--- config.mk ---
export PLATFORM = sky130hd
export DESIGN_NAME = acs_device_flat
export DESIGN_NICKNAME = d
export VERILOG_FILES = /design/src/verilog/acs_pkg.sv /design/src/verilog/acs_link_if.sv /design/src/verilog/acs_device.sv /design/src/flat_wrapper.sv
export SDC_FILE = /design/constraint.sdc
export NUM_CORES = 1
export LEC_CHECK = 0
export ABC_AREA = 1
export BUFFER_PORTS_ARGS = -buffer_cell sky130_fd_sc_hd__buf_2
export CAP_MARGIN = 10
export CORE_MARGIN = 4
export CORE_UTILIZATION = 45
export DETAILED_ROUTE_END_ITERATION = 8
export HOLD_SLACK_MARGIN = 0.06
export PLACE_DENSITY = 0.72
export SLEW_MARGIN = 30
export SYNTH_ARGS = -nofsm -noshare
export SYNTH_HDL_FRONTEND = slang
export SYNTH_HIERARCHICAL = 1
export SYNTH_SLANG_ARGS = --single-unit
--- constraint.sdc ---
create_clock -name clk_sys_i -period 5.5 [get_ports clk_sys_i]
set_input_delay 0.275 -clock clk_sys_i [delete_from_list [all_inputs] [get_ports clk_sys_i]]
set_output_delay 0.275 -clock clk_sys_i [all_outputs]
set_load 0.005 [all_outputs]
--- src/verilog/acs_pkg.sv ---
package acs_pkg;

  // ==========================================================
  // result format
  localparam int RES_W = 14;
  localparam int CODE_STEPS = 16384;
  localparam logic [RES_W-1:0] CODE_ZERO = 14'h0000;
  localparam logic [RES_W-1:0] CODE_MINUS_ONE = 14'h3fff;
  localparam logic [RES_W-1:0] CODE_POS_FULL = 14'h1fff;
  localparam logic [RES_W-1:0] CODE_POS_NEAR = 14'h1ffe;

  // ==========================================================
  // timing
  localparam int CLK_PERIOD_NS = 8;
  localparam int CONV_TIME_NS = 950;
  localparam int CONV_MAX_NS = 1150;
  localparam int ACQ_TIME_NS = 300;
  localparam int THRU_TIME_NS = 1250;
  localparam int NAP_WAKE_NS = 400;
  localparam int SLEEP_WAKE_MS = 10;
  localparam int NS_PER_MS = 1000000;
  localparam int CONV_CYCLES = (CONV_TIME_NS + CLK_PERIOD_NS - 1) / CLK_PERIOD_NS;
  localparam int CONV_MAX_CYCLES = CONV_MAX_NS / CLK_PERIOD_NS;
  localparam int ACQ_CYCLES = ACQ_TIME_NS / CLK_PERIOD_NS;
  localparam int THRU_CYCLES = THRU_TIME_NS / CLK_PERIOD_NS;
  localparam int NAP_WAKE_CYCLES = (NAP_WAKE_NS + CLK_PERIOD_NS - 1) / CLK_PERIOD_NS;
  localparam int SLEEP_WAKE_CYCLES =
    (SLEEP_WAKE_MS * NS_PER_MS + CLK_PERIOD_NS - 1) / CLK_PERIOD_NS;
  localparam int TMR_W = 21;
  localparam int STROBE_CYCLES = 2;
  localparam int FIFO_DEPTH = 16;

  // ==========================================================
  // state machines
  typedef enum logic [4:0] {
    DEV_ACQ = 5'b00001,
    DEV_READY = 5'b00010,
    DEV_CONV = 5'b00100,
    DEV_DOWN = 5'b01000,
    DEV_WAKE = 5'b10000
  } acs_dev_state_e;

  typedef enum logic [6:0] {
    HST_IDLE = 7'b0000001,
    HST_TRIG = 7'b0000010,
    HST_WAIT = 7'b0000100,
    HST_READ = 7'b0001000,
    HST_GAP = 7'b0010000,
    HST_DOWN = 7'b0100000,
    HST_WAKE = 7'b1000000
  } acs_host_state_e;

  typedef struct packed {
    acs_dev_state_e st;
    logic [TMR_W-1:0] tmr;
    logic trig_d;
    logic sleep_sel;
    logic [RES_W-1:0] held;
    logic [RES_W-1:0] result;
    logic busy_n;
    logic oe_n;
    logic ready;
    logic nap;
    logic sleep;
  } acs_dev_s;

  localparam acs_dev_s DEV_RST = '{st: DEV_ACQ, tmr: '0, trig_d: 1'b1, sleep_sel: 1'b0,
    held: CODE_ZERO, result: CODE_ZERO, busy_n: 1'b1, oe_n: 1'b1, ready: 1'b0,
    nap: 1'b0, sleep: 1'b0};

  typedef struct packed {
    acs_host_state_e st;
    logic [TMR_W-1:0] tmr;
    logic seen_busy;
    logic sleep_sel;
    logic trig_n;
    logic select_n;
    logic read_n;
    logic pd_n;
    logic [RES_W-1:0] result;
    logic result_valid;
    logic idle;
  } acs_host_s;

  localparam acs_host_s HOST_RST = '{st: HST_WAKE, tmr: '0, seen_busy: 1'b0,
    sleep_sel: 1'b0, trig_n: 1'b1, select_n: 1'b0, read_n: 1'b1, pd_n: 1'b1,
    result: CODE_ZERO, result_valid: 1'b0, idle: 1'b0};

endpackage

--- src/verilog/acs_link_if.sv ---
`timescale 1ns/1ps
interface acs_link_if;
  import acs_pkg::*;
  logic conversion_trigger_n;
  logic select_n;
  logic read_n;
  logic power_down_n;
  logic busy_n;
  logic data_oe_n;
  logic [RES_W-1:0] data;

  modport dev (
    input conversion_trigger_n, select_n, read_n, power_down_n,
    output busy_n, data_oe_n, data
  );
  modport host (
    output conversion_trigger_n, select_n, read_n, power_down_n,
    input busy_n, data_oe_n, data
  );
endinterface

--- src/verilog/acs_device.sv ---
`timescale 1ns/1ps

// ==========================================================
// sample buffer
module acs_fifo #(
  parameter int WIDTH = 14,
  parameter int DEPTH = 16
) (
  // clock and reset
  input wire logic clk_sys_i,
  input wire logic reset_i,
  // fill side
  input wire logic in_valid_i,
  output logic in_ready_o,
  input wire logic [WIDTH-1:0] in_data_i,
  // drain side
  output logic out_valid_o,
  input wire logic out_ready_i,
  output logic [WIDTH-1:0] out_data_o
);
  localparam int AW = (DEPTH > 1) ? $clog2(DEPTH) : 1;
  localparam int CW = $clog2(DEPTH + 1);

  typedef struct packed {
    logic [AW-1:0] wp;
    logic [AW-1:0] rp;
    logic [CW-1:0] cnt;
    logic in_rdy;
    logic out_vld;
  } acs_fifo_s;

  acs_fifo_s s_r;
  acs_fifo_s s_nxt;
  logic [WIDTH-1:0] mem [DEPTH];
  logic push;
  logic pop;

  assign push = in_valid_i & s_r.in_rdy;
  assign pop = out_ready_i & s_r.out_vld;
  assign in_ready_o = s_r.in_rdy;
  assign out_valid_o = s_r.out_vld;
  assign out_data_o = mem[s_r.rp];

  always_comb begin
    s_nxt = s_r;
    if (push) begin
      s_nxt.wp = (s_r.wp == AW'(DEPTH - 1)) ? '0 : AW'(s_r.wp + 1'b1);
    end
    if (pop) begin
      s_nxt.rp = (s_r.rp == AW'(DEPTH - 1)) ? '0 : AW'(s_r.rp + 1'b1);
    end
    if (push && !pop) begin
      s_nxt.cnt = CW'(s_r.cnt + 1'b1);
    end else if (pop && !push) begin
      s_nxt.cnt = CW'(s_r.cnt - 1'b1);
    end
    s_nxt.in_rdy = (s_nxt.cnt != CW'(DEPTH));
    s_nxt.out_vld = (s_nxt.cnt != '0);
  end

  always_ff @(posedge clk_sys_i or posedge reset_i) begin
    if (reset_i) begin
      s_r <= '{wp: '0, rp: '0, cnt: '0, in_rdy: 1'b1, out_vld: 1'b0};
    end else begin
      s_r <= s_nxt;
    end
  end

  always_ff @(posedge clk_sys_i) begin
    if (push) begin
      mem[s_r.wp] <= in_data_i;
    end
  end
endmodule

// ==========================================================
// converter control end
module acs_device #(
  parameter int FIFO_DEPTH = acs_pkg::FIFO_DEPTH,
  parameter int SLEEP_WAKE_CYC = acs_pkg::SLEEP_WAKE_CYCLES
) (
  // clock and reset
  input wire logic clk_sys_i,
  input wire logic reset_i,
  // link to host
  acs_link_if.dev link,
  // sample codes standing in for the analog input
  input wire logic [acs_pkg::RES_W-1:0] sample_i,
  input wire logic sample_valid_i,
  output logic sample_ready_o,
  // status
  output logic ready_o,
  output logic nap_o,
  output logic sleep_o
);
  import acs_pkg::*;

  acs_dev_s s_r;
  acs_dev_s s_nxt;
  logic fifo_valid;
  logic fifo_pop;
  logic fifo_in_ready;
  logic [RES_W-1:0] fifo_data;
  logic trig_fall;
  logic [TMR_W-1:0] wake_last;

  // ==========================================================
  // sample buffer in front of the hold stage
  acs_fifo #(
    .WIDTH(RES_W),
    .DEPTH(FIFO_DEPTH)
  ) u_fifo (
    .clk_sys_i(clk_sys_i),
    .reset_i(reset_i),
    .in_valid_i(sample_valid_i),
    .in_ready_o(fifo_in_ready),
    .in_data_i(sample_i),
    .out_valid_o(fifo_valid),
    .out_ready_i(fifo_pop),
    .out_data_o(fifo_data)
  );

  // ==========================================================
  // control
  assign trig_fall = s_r.trig_d & ~link.conversion_trigger_n;
  assign wake_last = s_r.sleep_sel ? TMR_W'(SLEEP_WAKE_CYC - 1) :
                                     TMR_W'(NAP_WAKE_CYCLES - 1);

  always_comb begin
    s_nxt = s_r;
    fifo_pop = 1'b0;
    s_nxt.trig_d = link.conversion_trigger_n;
    if (!link.power_down_n && s_r.st != DEV_DOWN) begin
      // shutdown wins over any activity, running conversion is dropped
      s_nxt.st = DEV_DOWN;
      s_nxt.sleep_sel = link.select_n;
      s_nxt.tmr = '0;
    end else begin
      unique case (s_r.st)
        DEV_ACQ: begin
          if (s_r.tmr == TMR_W'(ACQ_CYCLES - 1)) begin
            s_nxt.st = DEV_READY;
            s_nxt.tmr = '0;
          end else begin
            s_nxt.tmr = TMR_W'(s_r.tmr + 1'b1);
          end
        end
        DEV_READY: begin
          if (trig_fall && !link.select_n) begin
            s_nxt.st = DEV_CONV;
            s_nxt.tmr = '0;
            fifo_pop = fifo_valid;
            if (fifo_valid) begin
              s_nxt.held = fifo_data;
            end
          end
        end
        DEV_CONV: begin
          // triggers are not looked at here
          if (s_r.tmr == TMR_W'(CONV_CYCLES - 1)) begin
            s_nxt.st = DEV_ACQ;
            s_nxt.tmr = '0;
            s_nxt.result = s_r.held;
          end else begin
            s_nxt.tmr = TMR_W'(s_r.tmr + 1'b1);
          end
        end
        DEV_DOWN: begin
          if (link.power_down_n) begin
            s_nxt.st = DEV_WAKE;
            s_nxt.tmr = '0;
          end
        end
        DEV_WAKE: begin
          // no trigger accepted until the wake-up count runs out
          if (s_r.tmr == wake_last) begin
            s_nxt.st = DEV_READY;
            s_nxt.tmr = '0;
          end else begin
            s_nxt.tmr = TMR_W'(s_r.tmr + 1'b1);
          end
        end
      endcase
    end
    s_nxt.busy_n = (s_nxt.st != DEV_CONV);
    s_nxt.oe_n = link.select_n | link.read_n;
    s_nxt.ready = (s_nxt.st == DEV_READY);
    s_nxt.nap = (s_nxt.st == DEV_DOWN) && !s_nxt.sleep_sel;
    s_nxt.sleep = (s_nxt.st == DEV_DOWN) && s_nxt.sleep_sel;
  end

  always_ff @(posedge clk_sys_i or posedge reset_i) begin
    if (reset_i) begin
      s_r <= DEV_RST;
    end else begin
      s_r <= s_nxt;
    end
  end

  // ==========================================================
  // outputs
  assign link.busy_n = s_r.busy_n;
  assign link.data_oe_n = s_r.oe_n;
  assign link.data = s_r.result;
  assign sample_ready_o = fifo_in_ready;
  assign ready_o = s_r.ready;
  assign nap_o = s_r.nap;
  assign sleep_o = s_r.sleep;
endmodule

--- src/flat_wrapper.sv ---
// flat-port wrapper written by rule: the top's interface ports become plain ports
module acs_device_flat import acs_pkg::*;
#(
  parameter int FIFO_DEPTH = acs_pkg::FIFO_DEPTH,
  parameter int SLEEP_WAKE_CYC = acs_pkg::SLEEP_WAKE_CYCLES
)
  (clk_sys_i, reset_i, sample_i, sample_valid_i, sample_ready_o, ready_o, nap_o, sleep_o, link_conversion_trigger_n, link_select_n, link_read_n, link_power_down_n, link_busy_n, link_data_oe_n, link_data);
  acs_link_if link_i ();
  input wire logic clk_sys_i;
  input wire logic reset_i;
  input wire logic [acs_pkg::RES_W-1:0] sample_i;
  input wire logic sample_valid_i;
  output logic sample_ready_o;
  output logic ready_o;
  output logic nap_o;
  output logic sleep_o;
  input wire logic [$bits(link_i.conversion_trigger_n)-1:0] link_conversion_trigger_n;
  input wire logic [$bits(link_i.select_n)-1:0] link_select_n;
  input wire logic [$bits(link_i.read_n)-1:0] link_read_n;
  input wire logic [$bits(link_i.power_down_n)-1:0] link_power_down_n;
  output wire logic [$bits(link_i.busy_n)-1:0] link_busy_n;
  output wire logic [$bits(link_i.data_oe_n)-1:0] link_data_oe_n;
  output wire logic [$bits(link_i.data)-1:0] link_data;
  assign link_i.conversion_trigger_n = link_conversion_trigger_n;
  assign link_i.select_n = link_select_n;
  assign link_i.read_n = link_read_n;
  assign link_i.power_down_n = link_power_down_n;
  assign link_busy_n = link_i.busy_n;
  assign link_data_oe_n = link_i.data_oe_n;
  assign link_data = link_i.data;
  acs_device #(.FIFO_DEPTH(FIFO_DEPTH), .SLEEP_WAKE_CYC(SLEEP_WAKE_CYC)) u_core (.clk_sys_i(clk_sys_i), .reset_i(reset_i), .link(link_i), .sample_i(sample_i), .sample_valid_i(sample_valid_i), .sample_ready_o(sample_ready_o), .ready_o(ready_o), .nap_o(nap_o), .sleep_o(sleep_o));
endmodule
== Yosys cells after proc, flatten, opt, wreduce, memory -nomap -nowiden ==
Memory sizes are Yosys's and may differ from the RTL's. A register that Yosys moved wholly into a read port is not among the register bits.
Cells that the tools add are included.

* Memories: 1
* Word-level logic and storage cells: 80
* Input bits: 21
* Flip-flop bits (word level): 62
* Output and inout bits: 20
* RAM bits: 224

{| class="wikitable"
|+ Memories
! memory !! words !! width !! read ports !! clocked after Yosys merged registers in !! wr ports !! RTL line !! text
|-
| u_core.u_fifo.mem || 16 || 14 || 1 || 1 || 1 || acs_device.sv:34 || <nowiki>logic [WIDTH-1:0] mem [DEPTH];</nowiki>
|}

* Mux-type cells: 21
* Equality and inequality tests: 17
* Bitwise gates (word level): 6
* Reduce and logical (&&, ||, !) cells: 15
* Add/subtract/negate cells: 5

{| class="wikitable"
|+ Operator list
! kind !! number
|-
| 26-bit case mux with 5 select lines || 1
|-
| 21-bit 2-to-1 mux || 4
|-
| 26-bit 2-to-1 mux || 3
|-
| 5-bit 2-to-1 mux || 5
|-
| 21-bit by 1-bit adder with 21-bit output (second input constant) || 1
|-
| 21-bit equality test || 1
|-
| 21-bit by 6-bit equality test with 1-bit output (second input constant) || 1
|-
| 21-bit by 7-bit equality test with 1-bit output (second input constant) || 1
|-
| 5-bit by 2-bit equality test with 1-bit output (second input constant) || 2
|-
| 5-bit by 4-bit equality test with 1-bit output (second input constant) || 2
|-
| 4-bit by 1-bit adder with 4-bit output (second input constant) || 2
|-
| 4-bit equality test (second input constant) || 2
|-
| 4-bit 2-to-1 mux || 2
|-
| 1-bit logical AND || 6
|-
| 1-bit 2-to-1 mux || 6
|-
| 5-bit by 1-bit adder with 5-bit output (second input constant) || 1
|-
| 5-bit by 1-bit equality test with 1-bit output (second input constant) || 1
|-
| 5-bit by 3-bit equality test with 1-bit output (second input constant) || 1
|-
| 5-bit equality test (second input constant) || 1
|-
| 1-bit logical NOT || 5
|-
| 5-bit by 3-bit inequality test with 1-bit output (second input constant) || 1
|-
| 5-bit by 4-bit inequality test with 1-bit output (second input constant) || 1
|-
| 5-bit inequality test (second input constant) || 1
|-
| 5-bit nonzero test || 1
|-
| 9 further kinds || 12
|}

== Logic depth before layout (Yosys ltp) ==
Gate-level depths: netlist (run 1).

* Depth after elaboration: 11
* Depth in mapped cells: 13
* Depth with buffers taken out: 13

== Modules after synthesis ==
The synthesis (run 1) kept the hierarchy.

{| class="wikitable"
|+ Modules (own cells, without submodules)
! module !! area each (µm²) !! cells each !! instances !! sequential area each (µm²)
|-
| acs_fifo || 9741.8 || 789 || 1 || 7103.1
|-
| acs_device || 3525.9 || 464 || 1 || 1531.5
|}

== Worst setup path before layout (run 1) ==
Ideal clock, no wire load.

* Path type: register -> register
* From: register u_core.u_fifo.s_r (netlist bit u_core/u_fifo/in_ready_o)
* To: memory u_core.u_fifo.mem[11][0] (enable)
* Buffers on the path: 1
* Setup time: 384 ps
* Arrival time: 1624 ps
* Slack: 3492 ps
* Period minus slack after synthesis: 2008 ps
* Cell stages (with the launch flop): 6
* Required time: 5116 ps
* Cell sequence: dfstp_2 > nand2_1 > inv_1 > buf_6 > nand2_1 > nor2_1

* Cells in the longest elaborated chain, start to end: 3

{| class="wikitable"
|+ Ends and longest elaborated chain
! what !! RTL line !! text
|-
| start: declaration || acs_device.sv:32 || <nowiki>acs_fifo_s s_r;</nowiki>
|-
| start signal: assignment || acs_device.sv:63 || <nowiki>s_r <= '{wp: '0, rp: '0, cnt: '0, in_rdy: 1'b1, out_vld: 1'b0};</nowiki>
|-
| start signal: assignment || acs_device.sv:65 || <nowiki>s_r <= s_nxt;</nowiki>
|-
| 1-bit bitwise AND || acs_device.sv:38 || <nowiki>assign push = in_valid_i & s_r.in_rdy;</nowiki>
|-
| 1-bit 2-to-1 mux || acs_device.sv:70 || <nowiki>if (push) begin</nowiki>
|-
| 1-bit 2-to-1 mux (implied by the code) || acs_device.sv:71 || <nowiki>mem[s_r.wp] <= in_data_i;</nowiki>
|-
| end: declaration || acs_device.sv:34 ||
|}

Every way passes these cells.

== Final worst setup path (run 1) ==
* From: register u_core.u_fifo.s_r (netlist bit u_core/u_fifo/in_ready_o)
* To: memory u_core.u_fifo.mem[12][12] (enable)

Same word-level chain as after synthesis.

==> run metrics, run 1 <==
most used cell, CP=nand2_1; die area=0.0323 sq mm; share of layout cells above drive strength 1=11.3%; kind of critical path=reg -> reg; simple-gate share of the synthesized area=16.3%; Final Instance Area=0.0145 sq mm; VDD IR max=330 uV; Crit path largest cell delay=670 ps; H-Tree Depth=1; Tmin final=2400 ps; CTS tree=done; dominant synthesized flop cell=edfxtp_1; P&R area growth vs syn=9.54%; area share of the largest cell type after synthesis=50.7%; GRT Residual Overflow=0; DP HPWL=18,100 um; Cell Area, Placed=0.0136 sq mm; Seq pwr share=42.9%; CP Launch Type=flop; CP Max Fanout=14; port bufs=40; largest family of logic cells by synthesized area=simple AND/OR/NAND/NOR gates; wl on met1=12,300 um; post-synthesis xor/xnor area fraction=1.06%; post-CTS setup buffers=0; Max Cap Viol=0; Fin Clk Skew=13.0 ps; Crit path max-delay family=simple AND/OR/NAND/NOR gates; Yosys warning count=6; initial drt markers=906; syn_nets=1,284; met2 WL=13,600 um; first-pass GRT wire length=46,100 um; Critical-path top delay cell=nor2_2; Switch Pwr=2350 uW; routed vias/inst=5.28; maximum buffer depth of the clock tree=3; routability cong.=0.869; Post-Synthesis Cells=1,253; TritonCTS buffer count=30; number of synthesized flops with an enable pin=224; TNS Setup=0 ps; Clock transition at path regs=60 ps; antenna viol nets, final=0; status=completed; initial antenna violation count=2; vias in the first global route=8,566; CTS Sinks=300; Crit path required time=5670 ps; Switching Share=34.8%; power per cell area=465 mW/mm^2; wire length per cell=17.4 um; GRT Total Usage=17.6%; root buffer cell=clkbuf_16; post-synthesis mux area share=0%; Setup violations, final=0; Die Y=180 um; ys async rst share=25.3%; Final period util=43.6%; most numerous cell in the Yosys netlist=edfxtp_1; Post-route DRC=0; worst min-delay path class=in -> reg; Synth Area in Adders=0.943%; final WL=29,000 um; Vias=8,835; Seq/Total Area, Yosys=65.1%; Routed met3 length=2200 um; Compound-Gate Fraction of Synth Area=9.91%; CP bufs+invs=1; Post-Syn Area=0.0133 sq mm; DRT Pass-1 Iters=5; number of top-level pins=41; Core ar.=0.0289 sq mm; Final nets=1,297; Max Used Layer=met5; leakage power=0.00559 uW; pin count of the biggest net entering global routing=115; Starting Density=46.0%; FF+latch count, synth=300; commonest cells in the netlist=224 x edfxtp_1, 219 x nor2_1, 205 x nand2_1; die boundary width=180 um; antenna cells=0; top post-synthesis cells by area=edfxtp_1 51%, dfrtp_1 13%, nor2_1 6.2%; relative slew slack=41.8%; syn_area_per_cell=10.6 sq um; Worst-Skew Late Latency=550 ps; CP endpoint kind=flop; worst-margin pin slew=872 ps; Unique masters post-synth=40; post-synth top area cell=edfxtp_1; power share of the clock group=28.3%; crit-path cells=nand2_1, inv_1, nand2_1, nor2_2; crit path DAT=2570 ps; Pint=4400 uW; f_max=417 MHz; final hold vios=0; Combinational Power Share=28.8%; FP Rows=62; unrepaired setup endpoints after global routing=false; Final Max Slew Viols=0
==> worst paths after layout <==
path | start | end | slack (ps) | cells past startpoint
max | u_core/u_fifo/in_ready_o$_DFF_PP1_ | u_core/u_fifo/mem[12][12]$_DFFE_PP_ | 3100 | 4
min | link_select_n | u_core/s_r[33]$_DFF_PP0_ | 100 | 3
max reg2reg | u_core/u_fifo/in_ready_o$_DFF_PP1_ | u_core/u_fifo/mem[12][12]$_DFFE_PP_ | 3100 | 4
min reg2reg | u_core/link.data[13]$_DFFE_PP0P_ | u_core/link.data[13]$_DFFE_PP0P_ | 480 | 2
max in group asynchronous | reset_i | u_core/link.data[3]$_DFFE_PP0P_ | 4490 | 4
min in group asynchronous | reset_i | u_core/u_fifo/s_r[10]$_DFFE_PP0P_ | 370 | 3
==> power groups by stage <==
stage / sequential [uW] / combinational [uW] / clock (uW)
2_1_floorplan: 2890 / 1470 / 0
3_3_place_gp: 2930 / 1870 / 0
3_5_place_dp: 2940 / 1920 / 0
4_1_cts: 2890 / 1940 / 1950
5_1_grt: 2920 / 2190 / 2060
6_report: 2900 / 1950 / 1910
==> final cells by class <==
cell class	count	area, sq um
fill	2581	14300
sequential	300	8640
inverter	112	422
clock buffer	36	795
multi-input combinational	772	3780
clock inverter	18	128
timing repair buffer	50	295
tap	384	480
==> metrics by stage <==
stage	hold WS (ps)	total power [uW]	worst slack (ps)	util (%)	std cells
after floorplan	176	4360	3490	-	1253
after global placement	394	4790	2950	46.8	1613
after detailed placement	406	4860	3130	47.0	1613
after CTS	84.4	6780	3110	50.4	1672
after global routing	114	7160	2900	50.4	1672
final	96.1	6760	3100	50.4	1672
==> timing repair <==
item	4_1_cts	5_1_grt
gates resized for setup	0	0
hold buffers	5	0
endpoints found under the hold margin	75	0
==> per-layer routing <==
metal | GRT usage (%) | up-vias
met2 | 28.3 | 299
li1 | - | 4267
met1 | 24.4 | 4209
met3 | 3.48 | 58
met4 | 5.58 | 2
met5 | 0 | -
==> sequential cells by signal, summed over array words and instances, names as in the netlist, 13 cells and up <==
register           cells
u_core/link.data      14
u_core/s_r            42
u_core/u_fifo/mem    224
u_core/u_fifo/s_r     13
==> cell families after synthesis <==
logic type	Yosys count
AOI/OAI and AO/OA	230
buffers and inverters	181
adders and majority gates	10
and+or+nand+nor	516
DFF	300
xor gates and xnor gates	16
==> worst min-delay path, delay by kind of cell <==
kind | cells | cell delay, ps
AO/OA/AOI/OAI | 1 | 120
buffers and inverters | 2 | 210
==> cell usage in the layout (no fill, tap or decap), drive strengths merged <==
master | netlist | final
o21ai | 160 | 160
a21oi | 11 | 11
o21bai | 1 | 1
o22ai | 29 | 29
dlygate4sd3 | 0 | 5
ha | 10 | 10
nand2 | 211 | 211
bufinv | 0 | 2
a21boi | 1 | 1
buf | 54 | 45
dfrtp | 71 | 71
edfxtp | 224 | 224
dfstp | 5 | 5
or2 | 1 | 1
nand4 | 19 | 19
inv | 111 | 110
xor2 | 13 | 13
clkinv | 1 | 18
o211ai | 28 | 28
xnor2 | 3 | 3
nand3 | 53 | 53
nand3b | 1 | 1
clkbuf | 15 | 36
nor2 | 223 | 223
nor3 | 8 | 8
(Power assumes the default switching activity.)
==> run 2: changes to the inputs <==
--- a/config.mk
+++ b/config.mk
@@ -5,14 +5,14 @@
 export SDC_FILE = /design/constraint.sdc
 export NUM_CORES = 1
 export LEC_CHECK = 0
-export ABC_AREA = 1
+export ABC_AREA = 0
 export BUFFER_PORTS_ARGS = -buffer_cell sky130_fd_sc_hd__buf_2
 export CAP_MARGIN = 10
 export CORE_MARGIN = 4
 export CORE_UTILIZATION = 45
 export DETAILED_ROUTE_END_ITERATION = 8
 export HOLD_SLACK_MARGIN = 0.06
-export PLACE_DENSITY = 0.72
+export PLACE_DENSITY = 0.74
 export SLEW_MARGIN = 30
 export SYNTH_ARGS = -nofsm -noshare
 export SYNTH_HDL_FRONTEND = slang
==> constraint.sdc (replaced) <==
create_clock -name clk_sys_i -period 2 [get_ports clk_sys_i]
set_input_delay 0.1 -clock clk_sys_i [delete_from_list [all_inputs] [get_ports clk_sys_i]]
set_output_delay 0.1 -clock clk_sys_i [all_outputs]
set_load 0.005 [all_outputs]
==> run 2 against run 1 <==
The run now ends with negative setup slack left. Flip-flop and latch count unchanged. Non-clock buffer count up 151. Die area down 4.3%. Utilization up 7.3 points. Highest routed layer is now met4.
==> run metrics, run 2 <==
Tmin final=2260 ps; Starting Density=45.6%; Max Cap Viol=0; pin count of the biggest net entering global routing=61; die boundary width=176 um; GRT Total Usage=18.1%; Setup violations, final=44; Crit path required time=2490 ps; vias in the first global route=7,543; port bufs=40; Yosys warning count=6; Critical-path top delay cell=dfstp_2; Crit path largest cell delay=510 ps; TNS Setup=-3680 ps; Final Max Slew Viols=0; Worst R2R Setup Slack=-260 ps; relative slew slack=60.4%; final WL=28,100 um; number of top-level pins=41; fillers=2,084; kind of critical path=reg -> reg; f_max=443 MHz; crit-path cells=or3b_4, nor3b_2, and4_4, nand2_4, buf_4, nor2_1, a31oi_1, xor2_1, inv_1, nand3_1; DRT Pass-1 Iters=5; FP Rows=61; Worst-Skew Late Latency=570 ps; Final nets=996; top post-synthesis cells by area=edfxtp_1 53%, dfrtp_1 14%, mux4_2 7.1%; power per cell area=1170 mW/mm^2; commonest cells in the netlist=224 x edfxtp_1, 74 x nand2_1, 71 x dfrtp_1; CP Launch Type=flop; Post-route DRC=0; GRT Residual Overflow=0; crit path DAT=2740 ps; Post-Synthesis Cells=785; routed vias/inst=5.53; VDD IR max=900 uV; final core occ=57.7%; Seq/Total Area, Yosys=68.2%; worst-margin pin slew=593 ps; syn_nets=816; DP HPWL=16,600 um; share of layout cells above drive strength 1=39.4%; die area=0.0309 sq mm; Core ar.=0.0278 sq mm; worst min-delay path class=in -> async; Fin Clk Skew=19.3 ps; Final period util=113%; post-synth top area cell=edfxtp_1; Vias=7,566; CTS tree=done; routability cong.=0.826; syn_area_per_cell=16.1 sq um; CP bufs+invs=2; ys async rst share=25.3%; dominant synthesized flop cell=edfxtp_1; number of synthesized flops with an enable pin=224; most numerous cell in the Yosys netlist=edfxtp_1; largest register by flop count=u_core/u_fifo/mem; final hold vios=0; TritonCTS buffer count=31; Clock transition at path regs=60 ps; wire length per cell=20.5 um; Die Y=176 um; FF+latch count, synth=300; Unique masters post-synth=61; most frequent cells in the layout=224 x edfxtp_1, 92 x buf_4, 69 x nand2_1; root buffer cell=clkbuf_16; CTS Sinks=300; P&R area growth vs syn=26.5%; CP endpoint kind=flop; initial antenna violation count=1; number of flip-flops under the largest register name=224; most common cell after layout, fill and taps aside=edfxtp_1; H-Tree Depth=1; CP Max Fanout=6; Post-Syn Area=0.0127 sq mm; worst setup margin=-256 ps; first-pass GRT wire length=43,400 um; area share of the largest cell type after synthesis=53.1%; Crit path max-delay family=simple AND/OR/NAND/NOR gates; unrepaired setup endpoints after global routing=true; initial drt markers=741; status=finished with violations; maximum buffer depth of the clock tree=3; antenna viol nets, final=0; violated checks=negative setup slack; leakage power=0.00604 uW
run 2: worst paths after layout:
kind | start | end | cells after the start
worst min register to register | u_core/s_r[19]$_DFFE_PP0P_ | u_core/s_r[19]$_DFFE_PP0P_ | 2
max in group asynchronous | reset_i | u_core/link.busy_n$_DFF_PP1_ | 4
worst max-delay path | u_core/s_r[34]$_DFF_PP1_ | u_core/u_fifo/in_ready_o$_DFF_PP1_ | 10
worst min-delay path | reset_i | u_core/link.data[13]$_DFFE_PP0P_ | 3
min in group clk_sys_i | sample_valid_i | u_core/u_fifo/s_r[3]$_DFF_PP0_ | 5
worst max register to register | u_core/s_r[34]$_DFF_PP1_ | u_core/u_fifo/in_ready_o$_DFF_PP1_ | 10
run 2: per-layer routing:
metal  track usage (%)  wire (um)  share of wire, %
met4              4.71        718               2.6
met5                 0          0                 0
met1              25.5      12100                43
met2              29.8      13700                49
met3              2.71       1510               5.4
run 2: cells by family (layout without fill, tap and decap cells):
kind of cell    after synthesis  in the layout  share of synthesized area [%]
other cells                   0              1                              0
buf+inv                      68            271                           3.33
flops                       300            300                           68.2
simple gates                223            223                           9.13
compound gates               76             76                           3.97
mux                          84             84                           12.8
xor+xnor                     24             24                           1.66
fa+ha+maj                    10             10                          0.988
run 2: area by class of cell:
cell class	instances	area, sq um	share of cell area [%]
Tap cell	378	473	2.95
Antenna cell	1	2.50	0.0156
Multi-Input combinational cell	417	4060	25.3
Timing Repair Buffer	201	1860	11.6
Clock buffer	37	798	4.98
Inverter	14	52.6	0.328
Clock inverter	19	141	0.882
Sequential cell	300	8640	53.9
run 2: worst reg2reg max path: cells and delay by family (launching register included):
kind | cells | cell delay (ps)
and+or+nand+nor | 6 | 1140
DFF | 1 | 510
buffers and inverters | 2 | 230
xor gates and xnor gates | 1 | 190
AOI/OAI and AO/OA | 1 | 130
run 2: what timing repair did:
action	CTS	global route
pin swaps	25	47
buffers inserted	13	21
endpoints found under the hold margin	305	0
hold buffers	21	0
cloned	3	0
resized for setup	61	70
setup endpoints to repair	56	118
run 2: stage by stage:
| stage | instance area, sq um | cells | power (uW) | hold slack (ps) | setup WS (ps) |
|---|---|---|---|---|---|
| floorplan | 12800 | 785 | 10700 | 0.764 | -442 |
| global placement | 14100 | 1258 | 12000 | 114 | -280 |
| detailed placement | 14100 | 1258 | 12200 | 110 | -329 |
| CTS | 15700 | 1350 | 18200 | 81.3 | -224 |
| global route | 16000 | 1367 | 19500 | 132 | -317 |
| finish | 16000 | 1367 | 18700 | 83.1 | -256 |
run 2: power by group:
group,total (uW),switching [uW],internal (uW)
clock,5340,2360,2980
combinational,5470,2560,2910
sequential,7870,440,7430
total,18700,5360,13300
